`config.mk`:
```
export PLATFORM = sky130hd
export DESIGN_NAME = cdrl_top
export DESIGN_NICKNAME = d
export VERILOG_FILES = /design/src/hdl/cdrl_pkg.sv /design/src/hdl/cdrl_mem_if.sv /design/src/hdl/cdrl_cfg_mem.sv /design/src/hdl/cdrl_top.sv
export VERILOG_INCLUDE_DIRS = /design/src /design/src/hdl
export SDC_FILE = /design/constraint.sdc
export NUM_CORES = 1
export LEC_CHECK = 0
export BUFFER_PORTS_ARGS = -buffer_cell sky130_fd_sc_hd__clkbuf_2
export CAP_MARGIN = 0
export CORE_UTILIZATION = 38
export CTS_CLUSTER_SIZE = 12
export DETAILED_ROUTE_END_ITERATION = 16
export SYNTH_ARGS = -nofsm -noshare
export SYNTH_HDL_FRONTEND = slang
export SYNTH_HIERARCHICAL = 1
export SYNTH_SLANG_ARGS = --single-unit
```
`constraint.sdc`:
```
create_clock -name mclk -period 13.2 [get_ports mclk]
set_input_delay 2.64 -clock mclk [delete_from_list [all_inputs] [get_ports mclk]]
set_output_delay 2.64 -clock mclk [all_outputs]
set_load 0.05 [all_outputs]
```
`src/hdl/cdrl_map.svh`:
```
// Register offsets, field positions, reset values and counts of the rate/lock block
`ifndef CDRL_MAP_SVH
`define CDRL_MAP_SVH
// ==================== Register offsets
`define CDRL_OFF_CTRL 8'h0A
`define CDRL_OFF_RATE 8'h2F
`define CDRL_OFF_REF 8'h36
`define CDRL_OFF_G0LO 8'h60
`define CDRL_OFF_G0HI 8'h61
`define CDRL_OFF_G1LO 8'h62
`define CDRL_OFF_G1HI 8'h63
`define CDRL_OFF_TOL 8'h64
`define CDRL_OFF_EQMAN 8'h2C
`define CDRL_OFF_EQCTL 8'h2D
`define CDRL_OFF_CHSEL 8'hFF
// ==================== Per-channel storage indices
`define CDRL_NREG 10
`define CDRL_IDX_CTRL 4'h0
`define CDRL_IDX_RATE 4'h1
`define CDRL_IDX_REF 4'h2
`define CDRL_IDX_G0LO 4'h3
`define CDRL_IDX_G0HI 4'h4
`define CDRL_IDX_G1LO 4'h5
`define CDRL_IDX_G1HI 4'h6
`define CDRL_IDX_TOL 4'h7
`define CDRL_IDX_EQCTL 4'h8
`define CDRL_IDX_EQMAN 4'h9
// ==================== Field positions
`define CDRL_CTRL_RST 3:2
`define CDRL_RATE_NIB 7:4
`define CDRL_RATE_FLD_OFF 1
`define CDRL_REF_MODE 5:4
`define CDRL_REF_MODE3 2'h3
`define CDRL_CNT_MANUAL 7
`define CDRL_EQ_MANUAL 0
`define CDRL_EQ_FORCE 4
`define CDRL_EQ_FDIV 6:5
// ==================== Reset values
`define CDRL_RST_RATE 8'h02
`define CDRL_RST_REF 8'h30
`define CDRL_ROW_RST {56'h0, `CDRL_RST_REF, `CDRL_RST_RATE, 8'h00}
// ==================== Default expected counts, oscillator GHz times 1280
`define CDRL_CNT_9G8304 15'h3127
`define CDRL_CNT_12G288 15'h3D71
`define CDRL_CNT_12G5 15'h3E80
`define CDRL_CNT_10G3125 15'h3390
`define CDRL_CNT_10G0 15'h3200
// ==================== Coarse tuning windows and limits
`define CDRL_CAP_BASE_3 5'h18
`define CDRL_CAP_BASE_4 5'h04
`define CDRL_CAP_BASE_AB 5'h00
`define CDRL_CAP_BASE_CF 5'h0C
`define CDRL_CAP_SPAN 5'h07
`define CDRL_CAP_LAST 5'h1F
`define CDRL_FAIL_LIMIT 3'h4
`define CDRL_ERR_MAX 15'h7FFF
`endif

```
`src/hdl/cdrl_pkg.sv`:
```
// Types shared by the rate/lock block
`include "cdrl_map.svh"
package cdrl_pkg;
    typedef logic [`CDRL_NREG-1:0][7:0] cdrl_row_t;
    typedef enum {ST_IDLE, ST_FETCH, ST_EVAL, ST_CFETCH, ST_CINIT, ST_CREQ, ST_CWAIT} cdrl_fsm_t;
    typedef struct packed {
        cdrl_row_t [3:0] arr;
        logic [7:0] rd_data;
        cdrl_row_t row;
    } cdrl_mem_state_t;
    typedef struct packed {
        cdrl_fsm_t fsm;
        logic [7:0] chsel;
        logic [3:0] hold, cal_pend, eq_auto, grp, lock;
        logic [3:0][2:0] fail;
        logic [3:0][1:0] div;
        logic [3:0][4:0] cap;
        logic [3:0][7:0] eq;
        logic [1:0] mch, row_ch, tdiv;
        logic [14:0] mcount, best_err;
        logic [4:0] code, last, best_code;
        logic rd_pend, rd_chsel, rd_bad, rvalid, tune_req;
        logic [7:0] rdata;
    } cdrl_state_t;
endpackage : cdrl_pkg

```
`src/hdl/cdrl_mem_if.sv`:
```
// Carrier between the control logic and the per-channel register store
`timescale 1ns/1ns
`default_nettype none
interface cdrl_mem_if;
    import cdrl_pkg::*;
    logic wr_en;
    logic [1:0] wr_ch, rd_ch, row_ch;
    logic [3:0] wr_idx, rd_idx;
    logic [7:0] wr_data, rd_data;
    cdrl_row_t row;
    modport ctrl(output wr_en, wr_ch, wr_idx, wr_data, rd_ch, rd_idx, row_ch,
                 input rd_data, row);
    modport mem(input wr_en, wr_ch, wr_idx, wr_data, rd_ch, rd_idx, row_ch,
                output rd_data, row);
endinterface : cdrl_mem_if
`default_nettype wire

```
`src/hdl/cdrl_cfg_mem.sv`:
```
// Per-channel register store with a byte read port and a whole-row read port
`timescale 1ns/1ns
`default_nettype none
`include "cdrl_map.svh"
module cdrl_cfg_mem (
    input wire logic mclk,
    input wire logic rst,
    cdrl_mem_if.mem m
);
    import cdrl_pkg::*;
    cdrl_mem_state_t st, nx;
    // ==================== Write and registered reads
    always_comb begin
        nx = st;
        if (m.wr_en) begin
            nx.arr[m.wr_ch][m.wr_idx] = m.wr_data;
        end
        nx.rd_data = st.arr[m.rd_ch][m.rd_idx];
        nx.row = st.arr[m.row_ch];
    end
    always_ff @(posedge mclk or posedge rst) begin
        if (rst) begin
            st <= '{arr: {4{cdrl_row_t'(`CDRL_ROW_RST)}}, rd_data: 8'h00, row: '0};
        end else begin
            st <= nx;
        end
    end
    assign m.rd_data = st.rd_data;
    assign m.row = st.row;
endmodule : cdrl_cfg_mem
`default_nettype wire

```
`src/hdl/cdrl_top.sv`:
```
// Rate, divider and coarse tuning control with frequency-lock checking, four channels
`timescale 1ns/1ns
`default_nettype none
`include "cdrl_map.svh"
module cdrl_top (
    input wire logic mclk,
    input wire logic rst,
    input wire logic [7:0] reg_addr,
    input wire logic [7:0] reg_wdata,
    input wire logic reg_wr,
    input wire logic reg_rd,
    output logic [7:0] reg_rdata,
    output logic reg_rvalid,
    input wire logic [3:0] pll_locked,
    input wire logic meas_valid,
    input wire logic [1:0] meas_ch,
    input wire logic [14:0] meas_count,
    input wire logic eq_adj_valid,
    input wire logic [1:0] eq_adj_ch,
    input wire logic eq_adj_up,
    output logic tune_req,
    output logic [1:0] tune_ch,
    output logic [4:0] tune_code,
    output logic [1:0] tune_div,
    output logic [3:0][1:0] div_sel,
    output logic [3:0][4:0] cap_code,
    output logic [3:0][7:0] eq_boost,
    output logic [3:0] lock
);
    import cdrl_pkg::*;
    localparam cdrl_state_t ST_RST = '{fsm: ST_IDLE, cal_pend: 4'hF, eq_auto: 4'hF, default: '0};
    cdrl_mem_if m();
    cdrl_state_t st, nx;

    // ==================== Helper functions
    // address to storage index, bit 4 marks a per-channel register
    function automatic logic [4:0] reg_index(input logic [7:0] a);
        case (a)
            `CDRL_OFF_CTRL: return {1'b1, `CDRL_IDX_CTRL};
            `CDRL_OFF_RATE: return {1'b1, `CDRL_IDX_RATE};
            `CDRL_OFF_REF: return {1'b1, `CDRL_IDX_REF};
            `CDRL_OFF_G0LO: return {1'b1, `CDRL_IDX_G0LO};
            `CDRL_OFF_G0HI: return {1'b1, `CDRL_IDX_G0HI};
            `CDRL_OFF_G1LO: return {1'b1, `CDRL_IDX_G1LO};
            `CDRL_OFF_G1HI: return {1'b1, `CDRL_IDX_G1HI};
            `CDRL_OFF_TOL: return {1'b1, `CDRL_IDX_TOL};
            `CDRL_OFF_EQCTL: return {1'b1, `CDRL_IDX_EQCTL};
            `CDRL_OFF_EQMAN: return {1'b1, `CDRL_IDX_EQMAN};
            default: return 5'h00;
        endcase
    endfunction : reg_index
    function automatic logic [3:0] div_mask(input logic [3:0] nib, input logic grp);
        case (nib)
            4'h3: return 4'b0111;
            4'h4: return 4'b0110;
            4'h6: return 4'b1111;
            4'hA: return 4'b0010;
            4'hB: return 4'b0110;
            4'hC: return 4'b0001;
            4'hF: return grp ? 4'b0001 : 4'b1000;
            default: return 4'b0000;
        endcase
    endfunction : div_mask
    // default counts from the oscillator rate of each standard
    function automatic logic [14:0] def_count(input logic [3:0] nib, input logic grp);
        case (nib)
            4'h3: return `CDRL_CNT_9G8304;
            4'h4: return `CDRL_CNT_12G288;
            4'hA, 4'hB: return `CDRL_CNT_12G5;
            4'hC: return `CDRL_CNT_10G3125;
            4'hF: return grp ? `CDRL_CNT_10G3125 : `CDRL_CNT_10G0;
            default: return `CDRL_CNT_10G0;
        endcase
    endfunction : def_count
    // start of the coarse tuning window
    function automatic logic [4:0] cap_base(input logic [3:0] nib);
        case (nib)
            4'h3: return `CDRL_CAP_BASE_3;
            4'h4: return `CDRL_CAP_BASE_4;
            4'hA, 4'hB: return `CDRL_CAP_BASE_AB;
            4'hC, 4'hF: return `CDRL_CAP_BASE_CF;
            default: return 5'h00;
        endcase
    endfunction : cap_base
    // Next allowed divider after the current one, wrapping
    function automatic logic [1:0] pick_div(input logic [3:0] mask, input logic [1:0] cur);
        logic [1:0] r;
        logic [1:0] j;
        logic done;
        r = cur;
        done = 1'b0;
        for (int i = 1; i <= 4; i++) begin
            j = cur + 2'(i);
            if (!done && mask[j]) begin
                r = j;
                done = 1'b1;
            end
        end
        return r;
    endfunction : pick_div
    // forced or unit divider outside the standards
    function automatic logic [1:0] sel_div(input cdrl_row_t r, input logic g, input logic [1:0] cur);
        logic [3:0] mask;
        mask = div_mask(r[`CDRL_IDX_RATE][`CDRL_RATE_NIB], g);
        if (mask != 4'h0) return pick_div(mask, cur);
        return r[`CDRL_IDX_EQCTL][`CDRL_EQ_FORCE] ? r[`CDRL_IDX_EQCTL][`CDRL_EQ_FDIV] : 2'h0;
    endfunction : sel_div
    // manual count or default of the rate code
    function automatic logic [14:0] exp_count(input cdrl_row_t r, input logic g);
        logic [7:0] lo;
        logic [7:0] hi;
        lo = g ? r[`CDRL_IDX_G1LO] : r[`CDRL_IDX_G0LO];
        hi = g ? r[`CDRL_IDX_G1HI] : r[`CDRL_IDX_G0HI];
        if (hi[`CDRL_CNT_MANUAL]) return {hi[6:0], lo};
        return def_count(r[`CDRL_IDX_RATE][`CDRL_RATE_NIB], g);
    endfunction : exp_count
    function automatic logic [14:0] abs_diff(input logic [14:0] a, input logic [14:0] b);
        return (a > b) ? a - b : b - a;
    endfunction : abs_diff
    // raise the first stage below top, or lower the last stage above zero
    function automatic logic [7:0] eq_step(input logic [7:0] e, input logic up);
        logic [7:0] r;
        logic done;
        r = e;
        done = 1'b0;
        for (int i = 0; i < 4; i++) begin
            if (up && !done && r[2*i+:2] != 2'h3) begin
                r[2*i+:2] = r[2*i+:2] + 2'h1;
                done = 1'b1;
            end
        end
        for (int i = 3; i >= 0; i--) begin
            if (!up && !done && r[2*i+:2] != 2'h0) begin
                r[2*i+:2] = r[2*i+:2] - 2'h1;
                done = 1'b1;
            end
        end
        return r;
    endfunction : eq_step

    // ==================== Register store
    cdrl_cfg_mem u_mem (.mclk(mclk), .rst(rst), .m(m.mem));
    // Decoded index of the current access
    logic [4:0] acc_idx;
    assign acc_idx = reg_index(reg_addr);
    // accesses reach the selected channel only
    assign m.wr_en = reg_wr & acc_idx[4];
    assign m.wr_ch = st.chsel[1:0];
    assign m.wr_idx = acc_idx[3:0];
    assign m.wr_data = reg_wdata;
    assign m.rd_ch = st.chsel[1:0];
    assign m.rd_idx = acc_idx[3:0];
    assign m.row_ch = st.row_ch;

    // ==================== Next-state logic
    always_comb begin
        logic [1:0] c;
        logic [1:0] pick;
        logic found;
        logic fld_on;
        logic ok;
        logic valid;
        logic ng;
        logic [3:0] nib;
        logic [3:0] tol;
        logic [14:0] err;
        cdrl_row_t r;
        c = st.mch;
        pick = 2'h0;
        found = 1'b0;
        r = m.row;
        nib = r[`CDRL_IDX_RATE][`CDRL_RATE_NIB];
        // false-lock check only when enabled and reference mode 3
        fld_on = !r[`CDRL_IDX_RATE][`CDRL_RATE_FLD_OFF]
            && r[`CDRL_IDX_REF][`CDRL_REF_MODE] == `CDRL_REF_MODE3;
        // group 0 low nibble, group 1 high nibble
        tol = st.grp[c] ? r[`CDRL_IDX_TOL][7:4] : r[`CDRL_IDX_TOL][3:0];
        err = abs_diff(st.mcount, exp_count(r, st.grp[c]));
        ok = err <= {11'h000, tol};
        valid = pll_locked[c] && (!fld_on || ok);
        ng = ~st.grp[c];
        nx = st;
        nx.tune_req = 1'b0;
        nx.rvalid = st.rd_pend;
        nx.rd_pend = reg_rd;
        nx.rd_chsel = reg_addr == `CDRL_OFF_CHSEL;
        nx.rd_bad = !acc_idx[4];
        // lock falls as soon as the loop or the channel drops out
        nx.lock = st.lock & pll_locked & ~st.hold & ~st.cal_pend;
        if (st.rd_pend) begin
            nx.rdata = st.rd_chsel ? st.chsel : (st.rd_bad ? 8'h00 : m.rd_data);
        end
        if (reg_wr && reg_addr == `CDRL_OFF_CHSEL) begin
            nx.chsel = reg_wdata;
        end
        // hold while bits are set, restart on their clearing
        if (reg_wr && reg_addr == `CDRL_OFF_CTRL) begin
            if (reg_wdata[`CDRL_CTRL_RST] == 2'h3) begin
                nx.hold[st.chsel[1:0]] = 1'b1;
            end else if (reg_wdata[`CDRL_CTRL_RST] == 2'h0 && st.hold[st.chsel[1:0]]) begin
                nx.hold[st.chsel[1:0]] = 1'b0;
                nx.cal_pend[st.chsel[1:0]] = 1'b1;
            end
        end
        // manual bit hands the boost to software
        if (reg_wr && reg_addr == `CDRL_OFF_EQCTL) begin
            nx.eq_auto[st.chsel[1:0]] = !reg_wdata[`CDRL_EQ_MANUAL];
        end
        if (reg_wr && reg_addr == `CDRL_OFF_EQMAN && !nx.eq_auto[st.chsel[1:0]]) begin
            nx.eq[st.chsel[1:0]] = reg_wdata;
        end
        if (eq_adj_valid && st.eq_auto[eq_adj_ch]) begin
            nx.eq[eq_adj_ch] = eq_step(st.eq[eq_adj_ch], eq_adj_up);
        end
        for (int i = 3; i >= 0; i--) begin
            if (st.cal_pend[i] && !st.hold[i]) begin
                pick = 2'(i);
                found = 1'b1;
            end
        end
        case (st.fsm)
            ST_IDLE: begin
                if (meas_valid) begin
                    nx.mch = meas_ch;
                    nx.row_ch = meas_ch;
                    nx.mcount = meas_count;
                    nx.fsm = ST_FETCH;
                end else if (found) begin
                    nx.mch = pick;
                    nx.row_ch = pick;
                    nx.fsm = ST_CFETCH;
                end
            end
            ST_FETCH: nx.fsm = ST_EVAL;
            ST_EVAL: begin
                nx.fsm = ST_IDLE;
                if (!st.hold[c] && !st.cal_pend[c]) begin
                    // lock declared on loop lock, and on a matching count only when the false-lock check is on
                    nx.lock[c] = valid;
                    if (valid) begin
                        nx.fail[c] = 3'h0;
                    end else if (st.fail[c] + 3'h1 == `CDRL_FAIL_LIMIT) begin
                        nx.fail[c] = 3'h0;
                        nx.cal_pend[c] = 1'b1;
                    end else begin
                        // alternate groups, stepping the divider on return to group 0 or for rate nibble F
                        nx.fail[c] = st.fail[c] + 3'h1;
                        nx.grp[c] = ng;
                        if (nib == 4'hF || !ng) begin
                            nx.div[c] = sel_div(r, ng, st.div[c]);
                        end
                    end
                end
            end
            ST_CFETCH: nx.fsm = ST_CINIT;
            ST_CINIT: begin
                // search window chosen by the rate nibble
                nx.code = cap_base(nib);
                nx.last = (div_mask(nib, 1'b0) != 4'h0) ? cap_base(nib) + `CDRL_CAP_SPAN
                    : `CDRL_CAP_LAST;
                nx.best_err = `CDRL_ERR_MAX;
                nx.best_code = cap_base(nib);
                nx.grp[c] = 1'b0;
                nx.div[c] = sel_div(r, 1'b0, 2'h3);
                nx.fsm = ST_CREQ;
            end
            ST_CREQ: begin
                nx.tune_req = 1'b1;
                nx.fsm = ST_CWAIT;
            end
            ST_CWAIT: begin
                if (meas_valid && meas_ch == c) begin
                    // keep the code closest to the expected count
                    err = abs_diff(meas_count, exp_count(r, st.grp[c]));
                    if (err < st.best_err) begin
                        nx.best_err = err;
                        nx.best_code = st.code;
                    end
                    if (st.code == st.last) begin
                        nx.cap[c] = (err < st.best_err) ? st.code : st.best_code;
                        nx.cal_pend[c] = 1'b0;
                        nx.fail[c] = 3'h0;
                        nx.fsm = ST_IDLE;
                    end else begin
                        nx.code = st.code + 5'h01;
                        nx.fsm = ST_CREQ;
                    end
                end
            end
            default: nx.fsm = ST_IDLE;
        endcase
        // Divider of the channel on the tuning port, kept in a flop
        nx.tdiv = nx.div[nx.mch];
    end

    // ==================== State register
    always_ff @(posedge mclk or posedge rst) begin
        if (rst) begin
            st <= ST_RST;
        end else begin
            st <= nx;
        end
    end

    // ==================== Outputs
    assign reg_rdata = st.rdata;
    assign reg_rvalid = st.rvalid;
    assign tune_req = st.tune_req;
    assign tune_ch = st.mch;
    assign tune_code = st.code;
    assign tune_div = st.tdiv;
    assign div_sel = st.div;
    assign cap_code = st.cap;
    assign eq_boost = st.eq;
    assign lock = st.lock;

    // ==================== Checks
    // Lock condition and divider set seen by the checks below
    logic fld_on_w;
    logic ok_w;
    logic [3:0] chk_mask;
    assign fld_on_w = !m.row[1][1] && m.row[2][5:4] == 2'h3;
    assign ok_w = abs_diff(st.mcount, exp_count(m.row, st.grp[st.mch]))
        <= {11'h000, st.grp[st.mch] ? m.row[7][7:4] : m.row[7][3:0]};
    assign chk_mask = div_mask(m.row[1][7:4], 1'b0);
    read_answer_a: assert property (@(posedge mclk) disable iff (rst)
        reg_rd |-> ##2 reg_rvalid) else $error("read not answered after two cycles");
    lock_follows_pll_a: assert property (@(posedge mclk) disable iff (rst)
        !pll_locked[0] |=> !lock[0]) else $error("lock kept without loop lock");
    cdr_hold_a: assert property (@(posedge mclk) disable iff (rst)
        (reg_wr && reg_addr == `CDRL_OFF_CTRL && reg_wdata[3:2] == 2'h3)
        |-> ##2 !lock[$past(st.chsel[1:0], 2)]) else $error("lock during CDR reset");
    reset_recal_a: assert property (@(posedge mclk) disable iff (rst)
        (reg_wr && reg_addr == `CDRL_OFF_CTRL && reg_wdata[3:2] == 2'h0
        && st.hold[st.chsel[1:0]]) |=> st.cal_pend[$past(st.chsel[1:0])])
        else $error("CDR reset release did not start calibration");
    tune_window_a: assert property (@(posedge mclk) disable iff (rst)
        (tune_req && div_mask(m.row[1][7:4], 1'b0) != 4'h0)
        |-> tune_code >= cap_base(m.row[1][7:4])
        && tune_code <= cap_base(m.row[1][7:4]) + `CDRL_CAP_SPAN)
        else $error("coarse code outside window");
    div_in_set_a: assert property (@(posedge mclk) disable iff (rst)
        (tune_req && chk_mask != 4'h0)
        |-> chk_mask[tune_div]) else $error("divider not in set");
    false_lock_a: assert property (@(posedge mclk) disable iff (rst)
        (st.fsm == ST_EVAL && fld_on_w && !ok_w) |=> !lock[$past(st.mch)])
        else $error("lock declared with count out of tolerance");
    fail_recal_a: assert property (@(posedge mclk) disable iff (rst)
        (st.fsm == ST_EVAL && !st.hold[st.mch] && !st.cal_pend[st.mch]
        && st.fail[st.mch] == 3'h3 && !pll_locked[st.mch]) |=> st.cal_pend[$past(st.mch)])
        else $error("no recalibration after four failures");
    eq_adapt_a: assert property (@(posedge mclk) disable iff (rst)
        (eq_adj_valid && eq_adj_up && st.eq_auto[eq_adj_ch] && eq_boost[eq_adj_ch] != 8'hFF)
        |=> eq_boost[$past(eq_adj_ch)] != $past(eq_boost[eq_adj_ch]))
        else $error("automatic boost did not step");
    lock_rise_c: cover property (@(posedge mclk) disable iff (rst) $rose(lock[0]));
    cal_done_c: cover property (@(posedge mclk) disable iff (rst) $fell(st.cal_pend[0]));
    enet_div_c: cover property (@(posedge mclk) disable iff (rst) tune_req && tune_div == 2'h3);
endmodule : cdrl_top
`default_nettype wire

```
== Yosys cells after proc, flatten, opt, wreduce, memory -nomap -nowiden ==
Cells that the tools add are included.
Storage, ports and cells
  register bits after elaboration: 585
  input port bits: 46
  output and inout port bits: 83
Operators by class
  add/subtract/negate cells: 18
  magnitude comparators: 18
  equality and inequality tests: 41
  mux-type cells: 232
  bitwise operators: 17
  reduce and logical (&&, ||, !) cells: 93
Operators with widths (count)
  $bmux W80 S2: 2
  $bwmux W320: 1
  $pmux W32 S6: 1
  $demux W80 S2: 1
  $mux W32: 5
  $mux W80: 2
  $mux W15: 8
  $mux W8: 13
  $eq A32 B3 Y1 const B: 3
  $mux W4: 23
  $mux W2: 42
  $mux W1: 73
  $mux W71: 1
  $bwmux W32: 2
  $eq A32 B2 Y1 const B: 2
  $pmux W12 S5: 1
  $sub A15 B15 Y15: 4
  $pmux W5 S10: 1
  $mux W12: 4
  $pmux W4 S6: 2
  $eq A8 B7 Y1 const B: 5
  $logic_and A1 B1 Y1: 40
  $pmux W20 S2: 1
  $bmux W8 S4: 1
  other kinds (67): 181

== Logic depth before layout (Yosys ltp) ==
  depth after elaboration: 58
  depth in mapped cells: 35

== By module ==
The synthesis kept the hierarchy.
Modules (own cells, without submodules)
  cdrl_cfg_mem: instances 1, cells an instance 1216, area each 19364.8 um^2, sequential area each 10224.8 um^2
  cdrl_top: instances 1, cells an instance 1561, area each 13246.5 um^2, sequential area each 4164.0 um^2

== Least setup slack after synthesis ==
No wires, ideal clock.
  kind: input -> register
  from: input port meas_count[1]
  to: register, netlist name st[29]
  setup time: 0.082 ns
  arrival time: 7.413 ns
  required time: 13.118 ns
  slack: 5.704 ns
  stages: 29
  buffers on the path: 5
  cell sequence: inv_1 -> ha_1 -> nor2b_1 -> o21ai_0 -> a21boi_0 -> o21ai_0 -> a21oi_1 -> o21ai_0 -> a31oi_1 -> o31a_1 -> clkbuf_1 -> buf_1 -> mux2i_1 -> xnor2_1 -> ha_1 -> o21a_1 -> o21a_1 -> o21a_1 -> o21a_1 -> o21ai_0 -> a2111oi_0 -> o21ai_0 -> nand2b_1 -> clkbuf_1 -> nand2b_1 -> clkbuf_1 -> clkbuf_1 -> nor2_1 -> a31oi_1
RTL lines
  start: declaration: line cdrl_top.sv:17  | input wire logic [14:0] meas_count,

==> metrics.txt <==
reg-to-reg slack, setup 4.72 ns; Std-Cell Rows 104; Tcrit/Tclk final 64.3%; hold path cells 2; leak pwr 15.6 nW; DPL Wire Length 57.4 mm; Register-to-Register Path Depth 26; Mean Syn Cell Area 11.5 um^2; Die H 287 um; status completed; Crit path buffers/inverters 2; reg-to-reg endpoint tune_div[1]$_DFF_PP0_; CTS tree built; min-delay src st[128]$_DFFE_PP0P_; CTS buffer count 60; die area 82600 um^2; post_cts resized 0; starting density of the core 38.4%; Core Area 80500 um^2; Worst setup EP type flop; GRT Total Usage 20.2%; drt pass-1 iters 5; DRC viols 0; Hold Crit Endpoint st[128]$_DFFE_PP0P_; Worst-path clk slew 0.07 ns; Layout Utilization 41.6%; minimum clock period 8.48 ns; Cells after DPL 3606; WP depth 26; Worst EP required 13.73 ns; number of global-route vias before repair 21800; Hold Slack 0.482 ns; WP data arrival 9.01 ns; Max Root-Sink Buffers 3; die outline width 287 um; GPL Wtd Cong 0.867; Synth Cell Area 31000 um^2; post-route design area 33500 um^2; placed cell area 31500 um^2; IO Count 129; Crit Path Category flop to flop; fmax 118 MHz; FILL cells 7501; Min-Delay Path Class flop to flop; Critical Path Source st[141]$_DFFE_PP0P_; Synth Instances 2686; post-synth net total 2822; GRT overflow 0; clk root buf clkbuf_16; clock sinks 544; pin count of the biggest net entering global routing 112; Fin. Hold Viols 0; Area Growth Syn to Fin 8.18%; H-tree levels 2; DRT iter0 DRCs 1487; Diodes inserted 0; Crit Path Max Fanout 27; fin cells 3716; Post-DRT Antenna Nets 0; RSZ-0062 raised after global routing no; post-CTS setup buffer count 0; synth warn 6; initial antenna violation count 3; Slew @ Worst Pin 1.18 ns; routed len/inst 22.4 um; Worst setup SP type flop; drt via density 5.74; first-pass GRT wire length 130 mm; clock latency on the worst-skew pair 0.64 ns; worst r2r src st[141]$_DFFE_PP0P_; Worst IR Drop VDD 0.000107 V; fraction of layout cells with a size suffix above 1 29.6%; drt total wl 83.4 mm; Setup Viol. Count Final 0; cell family with most CP delay compound AO/OA/AOI/OAI gates; max-cap viol count 0; total power per unit cell area 150 nW/um^2; clock skew 0.0288 ns; Critical Path Slowest Stage Cell ha_1; fin nets 2744; post-route setup TNS 0 ns; Port Buffers 128; crit-path max cell delay 0.70 ns; # hold bufs at CTS 0; Worst slew margin 21.5%; fin. max-slew vios 0; total number of vias 21300
-- state kept, by name, summed over array words and instances, names as in the netlist --
| signal | flops |
|---|---|
| u_mem/st | 320 |
| st | 78 |
| u_mem/m.row | 50 |
| eq_boost | 32 |
| cap_code | 20 |
| div_sel | 8 |
| reg_rdata | 8 |
| u_mem/m.rd_data | 8 |
| tune_code | 5 |
| lock | 4 |
| m.rd_ch | 2 |
| m.row_ch | 2 |
| tune_ch | 2 |
| tune_div | 2 |
| nx | 1 |
| reg_rvalid | 1 |
| tune_req | 1 |
-- worst max-delay path by stage --
stage	endpoint	slack, ns
floorplan	u_mem/m.rd_data[0]$_DFF_PP0_	0.08
global placement	st[17]$_DFFE_PP0P_	4.58
detailed placement	st[17]$_DFFE_PP0P_	4.55
CTS	tune_div[1]$_DFF_PP0_	4.73
global route	st[28]$_DFFE_PP0P_	4.28
finish	tune_div[1]$_DFF_PP0_	4.72
-- power breakdown --
part | leakage [nW] | switching (W) | internal, W
Sequential | 7.31 | 0.0000972 | 0.00178
Combinational | 7.32 | 0.000937 | 0.000503
Clock | 0.990 | 0.000709 | 0.00100
Total | 15.6 | 0.00174 | 0.00328
-- stage by stage --
stage / power [W] / worst slack (ns)
final: 0.00503 / 4.72
after global routing: 0.00528 / 4.28
after CTS: 0.00507 / 4.73
after detailed placement: 0.00334 / 4.55
after global placement: 0.00333 / 4.58
after floorplan: 0.00298 / 0.0792
-- cell usage in the layout (no fill, tap or decap), types with 17 or more instances in the layout --
cell type	n
buf_4	34
mux2i_1	106
mux4_2	130
a22o_1	22
a211oi_1	22
ha_1	86
nor2b_1	21
inv_1	80
xor2_1	18
nor3_1	31
dfstp_2	20
a21o_1	41
o221ai_1	17
xnor2_1	25
clkbuf_2	128
nand3_1	39
nor2_1	153
clkbuf_16	61
a31oi_1	38
dfrtp_1	520
o21ai_0	105
mux2_2	343
nand2_1	180
a21oi_1	123
nand2b_1	25
-- layout make-up --
cell class	instances	area (um^2)	area share (%)
clock buffer	85	1720	5.13
sequential	544	13700	40.8
inverter	82	320	0.957
timing repair buffer	162	896	2.68
tap	1060	1330	3.96
clock inverter	25	292	0.871
multi-input combinational	1758	15300	45.6
-- layer usage --
layer,GRT usage [%],wire length [um]
met4,6.08,2260
met3,3.17,4400
met5,0,0
met2,33.4,40100
met1,27.2,36600
-- worst register-to-register path, stage by stage (launching register included) --
cell and delay, ns:
dfrtp_1 0.40, mux4_1 0.50, buf_4 0.27, mux2i_1 0.70, o21ai_0 0.52, ha_1 0.71
nand4_1 0.26, nor4_1 0.44, nand3_1 0.16, a22o_1 0.23, a31oi_1 0.13, buf_4 0.24
nor3_1 0.07, a21oi_1 0.15, xor2_1 0.18, ha_1 0.27, a21oi_1 0.16, o2bb2ai_1 0.19
o2111a_1 0.22, o21ai_0 0.08, or4_1 0.50, a211oi_2 0.45, o32ai_1 0.21, nor2_2 0.43
nor3_1 0.12, or4b_1 0.51, a32o_1 0.28
Power figures use the tool's default switching activity.
